--- config.mk ---
export PLATFORM = sky130hd
export DESIGN_NAME = eed_ecc_error_status
export DESIGN_NICKNAME = d
export VERILOG_FILES = /design/src/eed_ecc_error_status.v
export VERILOG_INCLUDE_DIRS = /design/src
export SDC_FILE = /design/constraint.sdc
export NUM_CORES = 1
export LEC_CHECK = 0
export ABC_AREA = 1
export BUFFER_PORTS_ARGS = -buffer_cell sky130_fd_sc_hd__buf_2
export CORE_UTILIZATION = 25
export CTS_CLUSTER_DIAMETER = 120
export DETAILED_ROUTE_END_ITERATION = 8
export GPL_TIMING_DRIVEN = 0
export SETUP_SLACK_MARGIN = 0.3
export SLEW_MARGIN = 0
export SYNTH_ARGS = -nofsm -noshare
export SYNTH_HDL_FRONTEND = slang
export SYNTH_SLANG_ARGS = --single-unit
--- constraint.sdc ---
create_clock -name mclk -period 9.7 [get_ports mclk]
set_clock_uncertainty 0.05 [all_clocks]
set_input_delay 1.94 -clock mclk [delete_from_list [all_inputs] [get_ports mclk]]
set_output_delay 1.94 -clock mclk [all_outputs]
set_load 0.05 [all_outputs]
--- src/eed_defines.vh ---
// constants for the ecc error log and access gating block
// included by eed_ecc_error_status.v only
`ifndef EED_DEFINES_VH
`define EED_DEFINES_VH

// clock and access timing, in ns
`define EED_CLK_NS 100
`define EED_SYS_ACC_NS 380
`define EED_LCL_ACC_NS 340
`define EED_EXT_NS 255

// error log layout and codes
`define EED_LOG_RESET 8'h9E
`define EED_LOG_ONE_BIT 7
`define EED_LOG_ROW_HI 6
`define EED_LOG_ROW_LO 5
`define EED_CODE_CHECK 5'h10
`define EED_CODE_NONE 5'h1E
`define EED_CODE_MULTI 5'h1F

// mode control fields
`define EED_MODE_INT_ANY 0
`define EED_MODE_CORRECT 1
`define EED_MODE_DIAG 2
`define EED_MODE_EXAMINE 3
`define EED_MODE_RESET 4'h3

// board size and address decode
`define EED_WORD_BITS 18
`define EED_ROW_HI 17
`define EED_ROW_LO 16
`define EED_SYS_BLKS 8'h20
`define EED_LCL_BLKS 8'h08
`define EED_LCL_FIRST_MB 8'h10
`define EED_LCL_MAX_BASE 8'h80

`endif

--- src/eed_ecc_error_status.v ---
// ecc error log, mode control and dual port access gating for a dram board
// assumes external dram array with 16 data and 6 check bits, inputs
// synchronous to mclk, 4-phase req/ack on both memory ports
`timescale 1ns/10ps
`include "eed_defines.vh"

module eed_ecc_error_status (
  // clock, reset, enable
  input wire mclk,
  input wire sys_rst,
  input wire clk_en,
  // protect and jumpers
  input wire mem_protect_n,
  input wire [1:0] sys_page_sel,
  input wire [7:0] sys_base_blk,
  input wire [7:0] lcl_base_blk,
  // system bus port
  input wire sys_req,
  input wire sys_wr,
  input wire sys_byte,
  input wire [23:0] sys_addr,
  input wire [15:0] sys_wdata,
  output wire [15:0] sys_rdata,
  output wire sys_ack,
  // local extension bus port
  input wire lcl_req,
  input wire lcl_wr,
  input wire lcl_byte,
  input wire [23:0] lcl_addr,
  input wire [15:0] lcl_wdata,
  output wire [15:0] lcl_rdata,
  output wire lcl_ack,
  // io port
  input wire io_req,
  input wire io_wr,
  input wire [7:0] io_wdata,
  output reg [7:0] io_rdata,
  output wire io_ack,
  // dram array
  output reg [17:0] ram_addr,
  output wire ram_re,
  output wire ram_we,
  output wire ram_check_we,
  output reg [15:0] ram_wdata,
  output reg [5:0] ram_wcheck,
  input wire [15:0] ram_rdata,
  input wire [5:0] ram_rcheck,
  // interrupt
  output reg err_irq
);

  localparam [2:0] ST_IDLE = 3'h0;
  localparam [2:0] ST_RD = 3'h1;
  localparam [2:0] ST_EXT = 3'h2;
  localparam [2:0] ST_WR = 3'h3;
  localparam [2:0] ST_HOLD = 3'h4;

  localparam integer SYS_CYC = `EED_SYS_ACC_NS / `EED_CLK_NS;
  localparam integer LCL_CYC = `EED_LCL_ACC_NS / `EED_CLK_NS;
  localparam integer EXT_CYC = `EED_EXT_NS / `EED_CLK_NS;

  // column code of each data bit in the check matrix
  function [5:0] eed_col;
    input [3:0] n;
    begin
      case (n)
        4'h0: eed_col = 6'h07;
        4'h1: eed_col = 6'h0B;
        4'h2: eed_col = 6'h0D;
        4'h3: eed_col = 6'h0E;
        4'h4: eed_col = 6'h13;
        4'h5: eed_col = 6'h15;
        4'h6: eed_col = 6'h16;
        4'h7: eed_col = 6'h19;
        4'h8: eed_col = 6'h1A;
        4'h9: eed_col = 6'h1C;
        4'hA: eed_col = 6'h23;
        4'hB: eed_col = 6'h25;
        4'hC: eed_col = 6'h26;
        4'hD: eed_col = 6'h29;
        4'hE: eed_col = 6'h2A;
        default: eed_col = 6'h2C;
      endcase
    end
  endfunction

  function [5:0] eed_check;
    input [15:0] d;
    integer i;
    begin
      eed_check = 6'h00;
      for (i = 0; i < 16; i = i + 1) begin
        if (d[i])
          eed_check = eed_check ^ eed_col(i[3:0]);
      end
    end
  endfunction

  // syndrome to failing-bit code
  function [4:0] eed_locate;
    input [5:0] syn;
    integer i;
    begin
      eed_locate = `EED_CODE_MULTI;
      for (i = 0; i < 16; i = i + 1) begin
        if (syn == eed_col(i[3:0]))
          eed_locate = i[4:0];
      end
      for (i = 0; i < 6; i = i + 1) begin
        if (syn == (6'h01 << i))
          eed_locate = `EED_CODE_CHECK + i[4:0];
      end
      if (syn == 6'h00)
        eed_locate = `EED_CODE_NONE;
    end
  endfunction

  reg [2:0] state_reg;
  reg [2:0] cnt_reg;
  reg port_reg;
  reg wr_reg;
  reg rmw_reg;
  reg hi_reg;
  reg [15:0] bus_wdata_reg;
  reg [15:0] rdata_reg;
  reg [7:0] log_reg;
  reg [3:0] mode_reg;
  reg io_done_reg;

  // address decode, system bus
  wire [7:0] sys_diff = sys_addr[21:14] - sys_base_blk;
  wire sys_hit = (sys_addr[23:22] == sys_page_sel) &&
    (sys_addr[21:14] >= sys_base_blk) &&
    (sys_diff < `EED_SYS_BLKS);
  wire [18:0] sys_off = {sys_diff[4:0], sys_addr[13:0]};

  // address decode, local bus
  wire [7:0] lcl_diff = lcl_addr[23:16] - lcl_base_blk;
  wire lcl_base_ok = (lcl_base_blk < `EED_LCL_FIRST_MB) ||
    ((lcl_base_blk[2:0] == 3'h0) &&
    (lcl_base_blk < `EED_LCL_MAX_BASE));
  wire lcl_hit = lcl_base_ok && (lcl_addr[23:16] >= lcl_base_blk) &&
    (lcl_diff < `EED_LCL_BLKS);
  wire [18:0] lcl_off = {lcl_diff[2:0], lcl_addr[15:0]};

  wire take_lcl = lcl_req && lcl_hit;
  wire take_sys = sys_req && sys_hit;

  // read side checking
  wire [5:0] syn = ram_rcheck ^ eed_check(ram_rdata);
  wire [4:0] code = eed_locate(syn);
  wire [15:0] fix_mask = (mode_reg[`EED_MODE_CORRECT] && !code[4]) ?
    (16'h0001 << code[3:0]) : 16'h0000;
  wire [15:0] rd_fixed = ram_rdata ^ fix_mask;
  wire [15:0] merged = hi_reg ? {bus_wdata_reg[15:8], rd_fixed[7:0]} :
    {rd_fixed[15:8], bus_wdata_reg[7:0]};
  wire [1:0] row = ram_addr[`EED_ROW_HI:`EED_ROW_LO];
  wire [2:0] port_cyc = port_reg ? SYS_CYC[2:0] : LCL_CYC[2:0];
  wire rd_last = (state_reg == ST_RD) && (cnt_reg == port_cyc - 3'h1);

  assign ram_re = (state_reg == ST_RD);
  assign ram_we = (state_reg == ST_WR);
  assign ram_check_we = ram_we &&
    !mode_reg[`EED_MODE_DIAG];
  assign sys_ack = (state_reg == ST_HOLD) && port_reg;
  assign lcl_ack = (state_reg == ST_HOLD) && !port_reg;
  assign sys_rdata = rdata_reg;
  assign lcl_rdata = rdata_reg;
  assign io_ack = io_done_reg;

  // memory access sequencer
  always @(posedge mclk or posedge sys_rst) begin
    if (sys_rst) begin
      state_reg <= ST_IDLE;
      cnt_reg <= 3'h0;
      port_reg <= 1'b0;
      wr_reg <= 1'b0;
      rmw_reg <= 1'b0;
      hi_reg <= 1'b0;
      bus_wdata_reg <= 16'h0000;
      rdata_reg <= 16'h0000;
      ram_addr <= 18'h00000;
      ram_wdata <= 16'h0000;
      ram_wcheck <= 6'h00;
    end else if (clk_en) begin
      case (state_reg)
        ST_IDLE: begin
          cnt_reg <= 3'h0;
          // protect blocks new access entirely
          if (mem_protect_n && (take_lcl || take_sys)) begin
            port_reg <= !take_lcl;
            if (take_lcl) begin
              wr_reg <= lcl_wr;
              rmw_reg <= lcl_wr && lcl_byte;
              hi_reg <= lcl_addr[0];
              bus_wdata_reg <= lcl_wdata;
              ram_addr <= lcl_off[18:1];
              ram_wdata <= lcl_wdata;
              ram_wcheck <= eed_check(lcl_wdata);
              state_reg <= (lcl_wr && !lcl_byte) ? ST_WR : ST_RD;
            end else begin
              wr_reg <= sys_wr;
              rmw_reg <= sys_wr && sys_byte;
              hi_reg <= sys_addr[0];
              bus_wdata_reg <= sys_wdata;
              ram_addr <= sys_off[18:1];
              ram_wdata <= sys_wdata;
              ram_wcheck <= eed_check(sys_wdata);
              state_reg <= (sys_wr && !sys_byte) ? ST_WR : ST_RD;
            end
          end
        end
        ST_RD: begin
          cnt_reg <= cnt_reg + 3'h1;
          if (rd_last) begin
            cnt_reg <= 3'h0;
            rdata_reg <= rd_fixed;
            if (rmw_reg) begin
              // byte write: merge and rewrite whole word
              ram_wdata <= merged;
              ram_wcheck <= eed_check(merged);
              state_reg <= ST_WR;
            end else if (syn != 6'h00) begin
              state_reg <= ST_EXT;
            end else begin
              state_reg <= ST_HOLD;
            end
          end
        end
        ST_EXT: begin
          cnt_reg <= cnt_reg + 3'h1;
          if (cnt_reg == EXT_CYC[2:0] - 3'h1) begin
            cnt_reg <= 3'h0;
            state_reg <= ST_HOLD;
          end
        end
        ST_WR: begin
          cnt_reg <= cnt_reg + 3'h1;
          if (cnt_reg == port_cyc - 3'h1) begin
            cnt_reg <= 3'h0;
            state_reg <= ST_HOLD;
          end
        end
        ST_HOLD: begin
          // 4-phase: ack holds until the request drops
          if (port_reg ? !sys_req : !lcl_req)
            state_reg <= ST_IDLE;
        end
        default: begin
          state_reg <= ST_IDLE;
        end
      endcase
    end
  end

  // error log, mode control and interrupt
  always @(posedge mclk or posedge sys_rst) begin
    if (sys_rst) begin
      log_reg <= `EED_LOG_RESET;
      mode_reg <= `EED_MODE_RESET;
      err_irq <= 1'b0;
      io_rdata <= 8'h00;
      io_done_reg <= 1'b0;
    end else if (clk_en) begin
      err_irq <= 1'b0;
      io_done_reg <= io_req;
      if (io_req && !io_done_reg) begin
        if (io_wr)
          mode_reg <= io_wdata[3:0];
        else
          io_rdata <= log_reg;
      end
      if (mode_reg[`EED_MODE_EXAMINE]) begin
        // transparent logging of raw bits
        if (rd_last)
          log_reg <= {1'b1, 1'b0, syn};
        else if ((state_reg == ST_WR) && (cnt_reg == 3'h0))
          log_reg <= {1'b1, 1'b0, ram_wcheck};
      end else if (rd_last && (syn != 6'h00)) begin
        // latest error overwrites
        log_reg <= {1'b1, row, code};
      end
      if (rd_last && (syn != 6'h00))
        err_irq <= mode_reg[`EED_MODE_INT_ANY] ||
          (code == `EED_CODE_MULTI);
    end
  end

endmodule

### After elaboration in Yosys (flattened, before gate mapping)

Cells that the tools add are included.

* add/subtract/negate cells: 3
* multiply operators: 0
* div/mod/pow operators: 0
* order comparisons: 6
* eq/ne operators: 37
* shifts and indexed selects: 1
* muxes and demuxes: 543
* bitwise gates (word level): 63
* reductions and logical operators: 48

Operators by type and width (number)
* $mux W6: 484
* $xor A6 B6 Y6: 61
* $mux W5: 23
* $mux W16: 6
* $eq A6 B5 Y1 const B: 7
* $eq A6 B6 Y1 const B: 7
* $mux W3: 14
* $mux W8: 4
* $pmux W16 S2: 1
* $eq A6 B4 Y1 const B: 4
* $logic_and A1 B1 Y1: 20
* $mux W18: 1
* $ge A8 B8 Y1: 2
* $shl A1 B4 Y16 const A: 1
* $sub A8 B8 Y8: 2
* $xor A16 B16 Y16: 1
* $pmux W3 S5: 1
* $reduce_and A3 Y1: 5
* $eq A6 B3 Y1 const B: 2
* $pmux W3 S4: 1
* $pmux W6 S2: 1
* $eq A3 B2 Y1 const B: 3
* $logic_not A1 Y1: 9
* $logic_not A3 Y1: 3
* other kinds (25): 38

* flip-flop bits (word level): 103
* latch bits: 0
* RAM bits: 0
* memory bits (read-only): 0
* input bits: 140
* memories kept: 0

### Longest topological paths before layout

* word-level depth: 155
* gate-level depth with buffers: 37
* gate-level depth less buffers: 36

### Least setup slack after synthesis

No wires, ideal clock.

* path kind: input to register
* start point: input port sys_addr[14]
* end point: register ram_wdata[0]
* library setup time: 123 ps
* data arrival time: 4635 ps
* path slack: 4892 ps
* cell stages on the path: 17
* buffers on the path: 2
* cells stage by stage: inv_1 ha_1 fa_1 o21ai_0 nand3_1 nand2_1 nor2_1 nor4_1 nand3_1 a21boi_0 o21ai_0 nor2_1 inv_1 clkbuf_1 clkbuf_1 nand2_1 nand2_1

* longest elaborated chain between the ends: 8
* elaborated cells between the ends (all ways): 10
* classes of those cells: add/sub: 1; order compare: 2; eq/ne: 1; reduce/logical: 6

Ends and longest elaborated chain
* start: declaration: line eed_ecc_error_status.v:21 `input wire [23:0] sys_addr,`
* $sub A8 B8 Y8 / $ge A8 B8 Y1 (equally long branches): line eed_ecc_error_status.v:131, eed_ecc_error_status.v:133
* $lt A8 B6 Y1 (no line) / $logic_and A1 B1 Y1 (equally long branches)
* $logic_and A1 B1 Y1 (*): line eed_ecc_error_status.v:132 `wire sys_hit = (sys_addr[23:22] == sys_page_sel) &&`
* $logic_and A1 B1 Y1 (*): line eed_ecc_error_status.v:147 `wire take_sys = sys_req && sys_hit;`
* $logic_or A1 B1 Y1 (*): line eed_ecc_error_status.v:190 `if (mem_protect_n && (take_lcl || take_sys)) begin`
* $logic_and A1 B1 Y1 (*): line eed_ecc_error_status.v:190
* $ne A2 B2 Y1 (no line) (*)
* $reduce_and A5 Y1 (no line) (*)
* end signal: assignment: line eed_ecc_error_status.v:198 `ram_wdata <= lcl_wdata;`
* end signal: assignment: line eed_ecc_error_status.v:207 `ram_wdata <= sys_wdata;`
* end signal: assignment: line eed_ecc_error_status.v:220 `ram_wdata <= merged;`
* end: declaration: line eed_ecc_error_status.v:44 `output reg [15:0] ram_wdata,`

Every way passes the cells marked *; elsewhere a longest branch is shown, timed or not.
A chain may end at the register's enable or synchronous reset.

### Final worst setup path

* start point: input port ram_rdata[10]
* end point: register ram_wcheck[3]

* longest elaborated chain between the ends: 129
* elaborated cells between the ends (all ways): 152
* classes of those cells: eq/ne: 22; shift: 1; mux: 105; bitwise: 21; reduce/logical: 3

Ends and longest elaborated chain
* start: declaration: line eed_ecc_error_status.v:46 `input wire [15:0] ram_rdata,`
* $mux W6: line eed_ecc_error_status.v:93 `if (d[i])`
* $xor A6 B6 Y6: line eed_ecc_error_status.v:94 `eed_check = eed_check ^ eed_col(i[3:0]);`
* $mux W6: line eed_ecc_error_status.v:93
* $xor A6 B6 Y6: line eed_ecc_error_status.v:94
* $mux W6: line eed_ecc_error_status.v:93
* $xor A6 B6 Y6: line eed_ecc_error_status.v:94
* $mux W6: line eed_ecc_error_status.v:93
* $xor A6 B6 Y6: line eed_ecc_error_status.v:94
* [... 113 more ...]
* $mux W6: line eed_ecc_error_status.v:215 `if (rd_last) begin`
* $mux W6: line eed_ecc_error_status.v:186 `case (state_reg)`
* $mux W6: line eed_ecc_error_status.v:185 `end else if (clk_en) begin`
* $xor A6 B6 Y6: line eed_ecc_error_status.v:94
* $mux W6 (*): line eed_ecc_error_status.v:93
* $mux W6 (*): line eed_ecc_error_status.v:218 `if (rmw_reg) begin`
* $mux W6 (*): line eed_ecc_error_status.v:215
* $pmux W6 S2 (*): line eed_ecc_error_status.v:186
* end signal: assignment: line eed_ecc_error_status.v:199 `ram_wcheck <= eed_check(lcl_wdata);`
* end signal: assignment: line eed_ecc_error_status.v:208 `ram_wcheck <= eed_check(sys_wdata);`
* end signal: assignment: line eed_ecc_error_status.v:221 `ram_wcheck <= eed_check(merged);`
* end: declaration: line eed_ecc_error_status.v:45 `output reg [5:0] ram_wcheck,`

Every way passes the cells marked *; elsewhere a longest branch is shown, timed or not. The select of a mux whose other input is x is not followed.

==> results.toml <==
[global_routing]
grt_pass1_vias = 8553
grt_pass1_wl_mm = 47.4
grt_max_degree = 54
grt_usage = 0.168
globalRouteOverflowTotal = 0
antenna_found_initial = 0

[floorplan]
num_rows = 68
ios = 227
dieWidth_um = 191
initial_core_util = 0.256
dieHeight_um = 191
core_um2 = 34800
die_area_um2 = 36400

[timing]
maxSlewHeadroom = 0.426
timing.fmax_ghz = 0.186
setup_slack_ns = 4.33
grt_setup_unrepaired = "no"
post-route-period-util = 0.554
setup_viol = 0
worstMarginPinSlew_ns = 0.855
hold_viol = 0
fin_tns_setup_ns = 0
whs_ns = 0.416
fin_crit_ns = 5.37
drv_slew = 0

[detailed_routing]
wl_per_cell_um = 15.6
dr.pass1.iters = 6
drc = 0
drtAntennaViolNets = 0
first_iter_violations = 590
avgViaCountPerCell = 4.59
totalWireLength_mm = 30.8
vias = 9060

[yosys]
syn_inst = 1288
ys_seq_elements = 102
yosysSeqAreaShare = 0.287
synth_cell_type_count = 55
ys_async_sr_fraction = 1.00
yosys_warnings = 0
syn_nets = 1450
ys.flop_type = "dfrtp_1"
synth.avg_cell_area_um2 = 6.92
synth-edff-count = 0
synth.cell_area_um2 = 8910

[clock_network]
clk_pin_slew_ns = 0.08
cts_hold_buf = 0
clockBufferDepth = 2
clk_latency_ns = 0.36
cts_sinks = 102
cts_resized = 0
post_cts_buffers = 0
cts_made_buffers = 9
h-tree-depth = 3
tritoncts = "yes"
cts-root-buf = "clkbuf_16"

[cells_and_area]
finish.utilization = 0.312
diodes = 0
largest_reg_flops = 18
multi_input_area_um2 = 5500
final_layout_size_suffix_gt1_frac = 0.240
final_nets = 1678
layoutNonFillerInstCount = 1976
stdcell_area_um2 = 10900
regMostFlops = "ram_addr"
nFillCells = 3845
seq_area_um2 = 2560
area_growth_pct = 22.1

[pwr]
internal-power_mw = 1.15
clockPowerShare = 0.147
power_density_nw_per_um2 = 228
p_total_mw = 2.47
comb_power_share = 0.590
power_leakage_nw = 5.92
peakVddDrop_v = 0.000148
p_seq_frac = 0.263
p_sw_frac = 0.537
p_sw_mw = 1.33

[critical_path]
worstSetupEndpointType = "register"
critPathMaxStageDelay_ns = 0.45
crit_type = "input pin to register"
crit_required_ns = 9.90
crit_family = "simple AND/OR/NAND/NOR gates"
start_kind = "input pin"
r2r_slack_ns = 5.85
cp_max_fo = 10
crit_arrival_ns = 5.57
cp_slowest_cell = "xor2_1"
crit_buf_inv = 6
worst_path_most_repeated_cell = "nand2_1"

[placement]
gp_congestion = 0.888
place_inst = 1960
port_buffers = 216
dp_hpwl_mm = 25.9
place_area_um2 = 10600
place_ws_ns = 3.94

[outcome]
outcome = "finished clean"

[hold_path]
min_path_type = "register to register"

[run]
max_cap_viol_count = 0
[Yosys cell counts (all sizes together) (2+ instances only)]
| master | number | share of area |
|---|---|---|
| buf | 31 | 0.025 |
| xnor2 | 65 | 0.066 |
| nor2 | 86 | 0.046 |
| o21ai | 106 | 0.065 |
| dfstp | 6 | 0.018 |
| a31oi | 3 | 0.0021 |
| nand3 | 90 | 0.053 |
| dfrtp | 96 | 0.27 |
| mux2i | 27 | 0.030 |
| o211ai | 3 | 0.0025 |
| nor4 | 2 | 0.0014 |
| mux2 | 9 | 0.011 |
| xor2 | 46 | 0.049 |
| nand4 | 23 | 0.018 |
| nor3 | 4 | 0.0028 |
| clkbuf | 26 | 0.011 |
| ha | 20 | 0.028 |
| a21oi | 53 | 0.030 |
| clkinv | 4 | 0.0017 |
| inv | 137 | 0.058 |
| fa | 2 | 0.0045 |
| nand3b | 4 | 0.0038 |
| a211oi | 2 | 0.0017 |
| or2 | 8 | 0.0056 |
| o21bai | 2 | 0.0017 |
| nand2 | 423 | 0.18 |
[worst register-to-register path: stages, from the launching register on]
cell	delay, ns
dfrtp_1	0.36
clkbuf_1	0.19
nor3_1	0.74
clkinv_1	0.55
nor2_1	0.60
inv_1	0.23
nor2_1	0.48
clkbuf_1	0.39
nand3_1	0.14
nand2_1	0.08
[metal layers]
layer | track usage | up-vias | share of wire
li1 | - | 4570 | -
met1 | 0.221 | 4147 | 0.44
met2 | 0.288 | 321 | 0.48
met3 | 0.0252 | 22 | 0.066
met4 | 0.0391 | 0 | 0.012
met5 | 0 | - | 0
[layout by cell type, fill, tap and decap left out, types with 6 or more instances in the layout]
master and n:
a21oi_1 53, buf_2 223, buf_4 19, clkbuf_1 27
clkbuf_16 9, dfrtp_1 96, dfstp_2 6, ha_1 20
inv_1 112, inv_2 23, mux2_2 9, mux2i_1 27
nand2_1 407, nand2_2 12, nand3_1 85, nand4_1 21
nor2_1 69, nor2_2 9, nor2_4 8, o21ai_0 94
or2_2 7, xnor2_1 64, xor2_1 41
[power by group through the flow]
| stage | combinational (mW) | sequential (mW) | clock [mW] |
|---|---|---|---|
| 3_3_place_gp | 1.46 | 0.663 | 0 |
| 6_report | 1.46 | 0.651 | 0.365 |
| 5_1_grt | 1.59 | 0.672 | 0.388 |
| 4_1_cts | 1.47 | 0.658 | 0.375 |
| 2_1_floorplan | 0.763 | 0.969 | 0 |
| 3_5_place_dp | 1.47 | 0.665 | 0 |
[kinds of logic (layout without fill, tap and decap cells)]
group                    Yosys count  in the layout  share of synthesized area
AND/OR/NAND/NOR                  640            640                      0.315
adder cells (fa/ha/maj)           22             22                     0.0326
multiplexers                      36             36                     0.0417
AO/OA/AOI/OAI                    179            179                      0.113
buffers and inverters            198            431                     0.0952
flip-flops                       102            102                      0.287
XOR/XNOR                         111            111                      0.115
[path summary, 6_finish.rpt]
path / startpoint / endpoint / depth (start not counted)
max in group asynchronous: sys_rst / mode_reg[1]$_DFFE_PP1P_ / 3
worst max-delay path: ram_rdata[10] / ram_wcheck[3]$_DFFE_PP0P_ / 31
worst max register to register: state_reg[2]$_DFFE_PP0P_ / lcl_rdata[1]$_DFFE_PP0P_ / 9
worst min-delay path: io_rdata[7]$_DFFE_PP0P_ / io_rdata[7]$_DFFE_PP0P_ / 2
min in group asynchronous: sys_rst / ram_addr[12]$_DFFE_PP0P_ / 2
worst min register to register: io_rdata[7]$_DFFE_PP0P_ / io_rdata[7]$_DFFE_PP0P_ / 2
[cell type report]
class,count,share of cell area
Multi-Input combinational cell,988,0.506
Buffer,57,0.0291
Sequential cell,102,0.235
Clock inverter,6,0.00518
Clock buffer,10,0.0211
Tap cell,455,0.0524
Timing Repair Buffer,217,0.102
Inverter,141,0.0491
(Power assumes the default switching activity.)
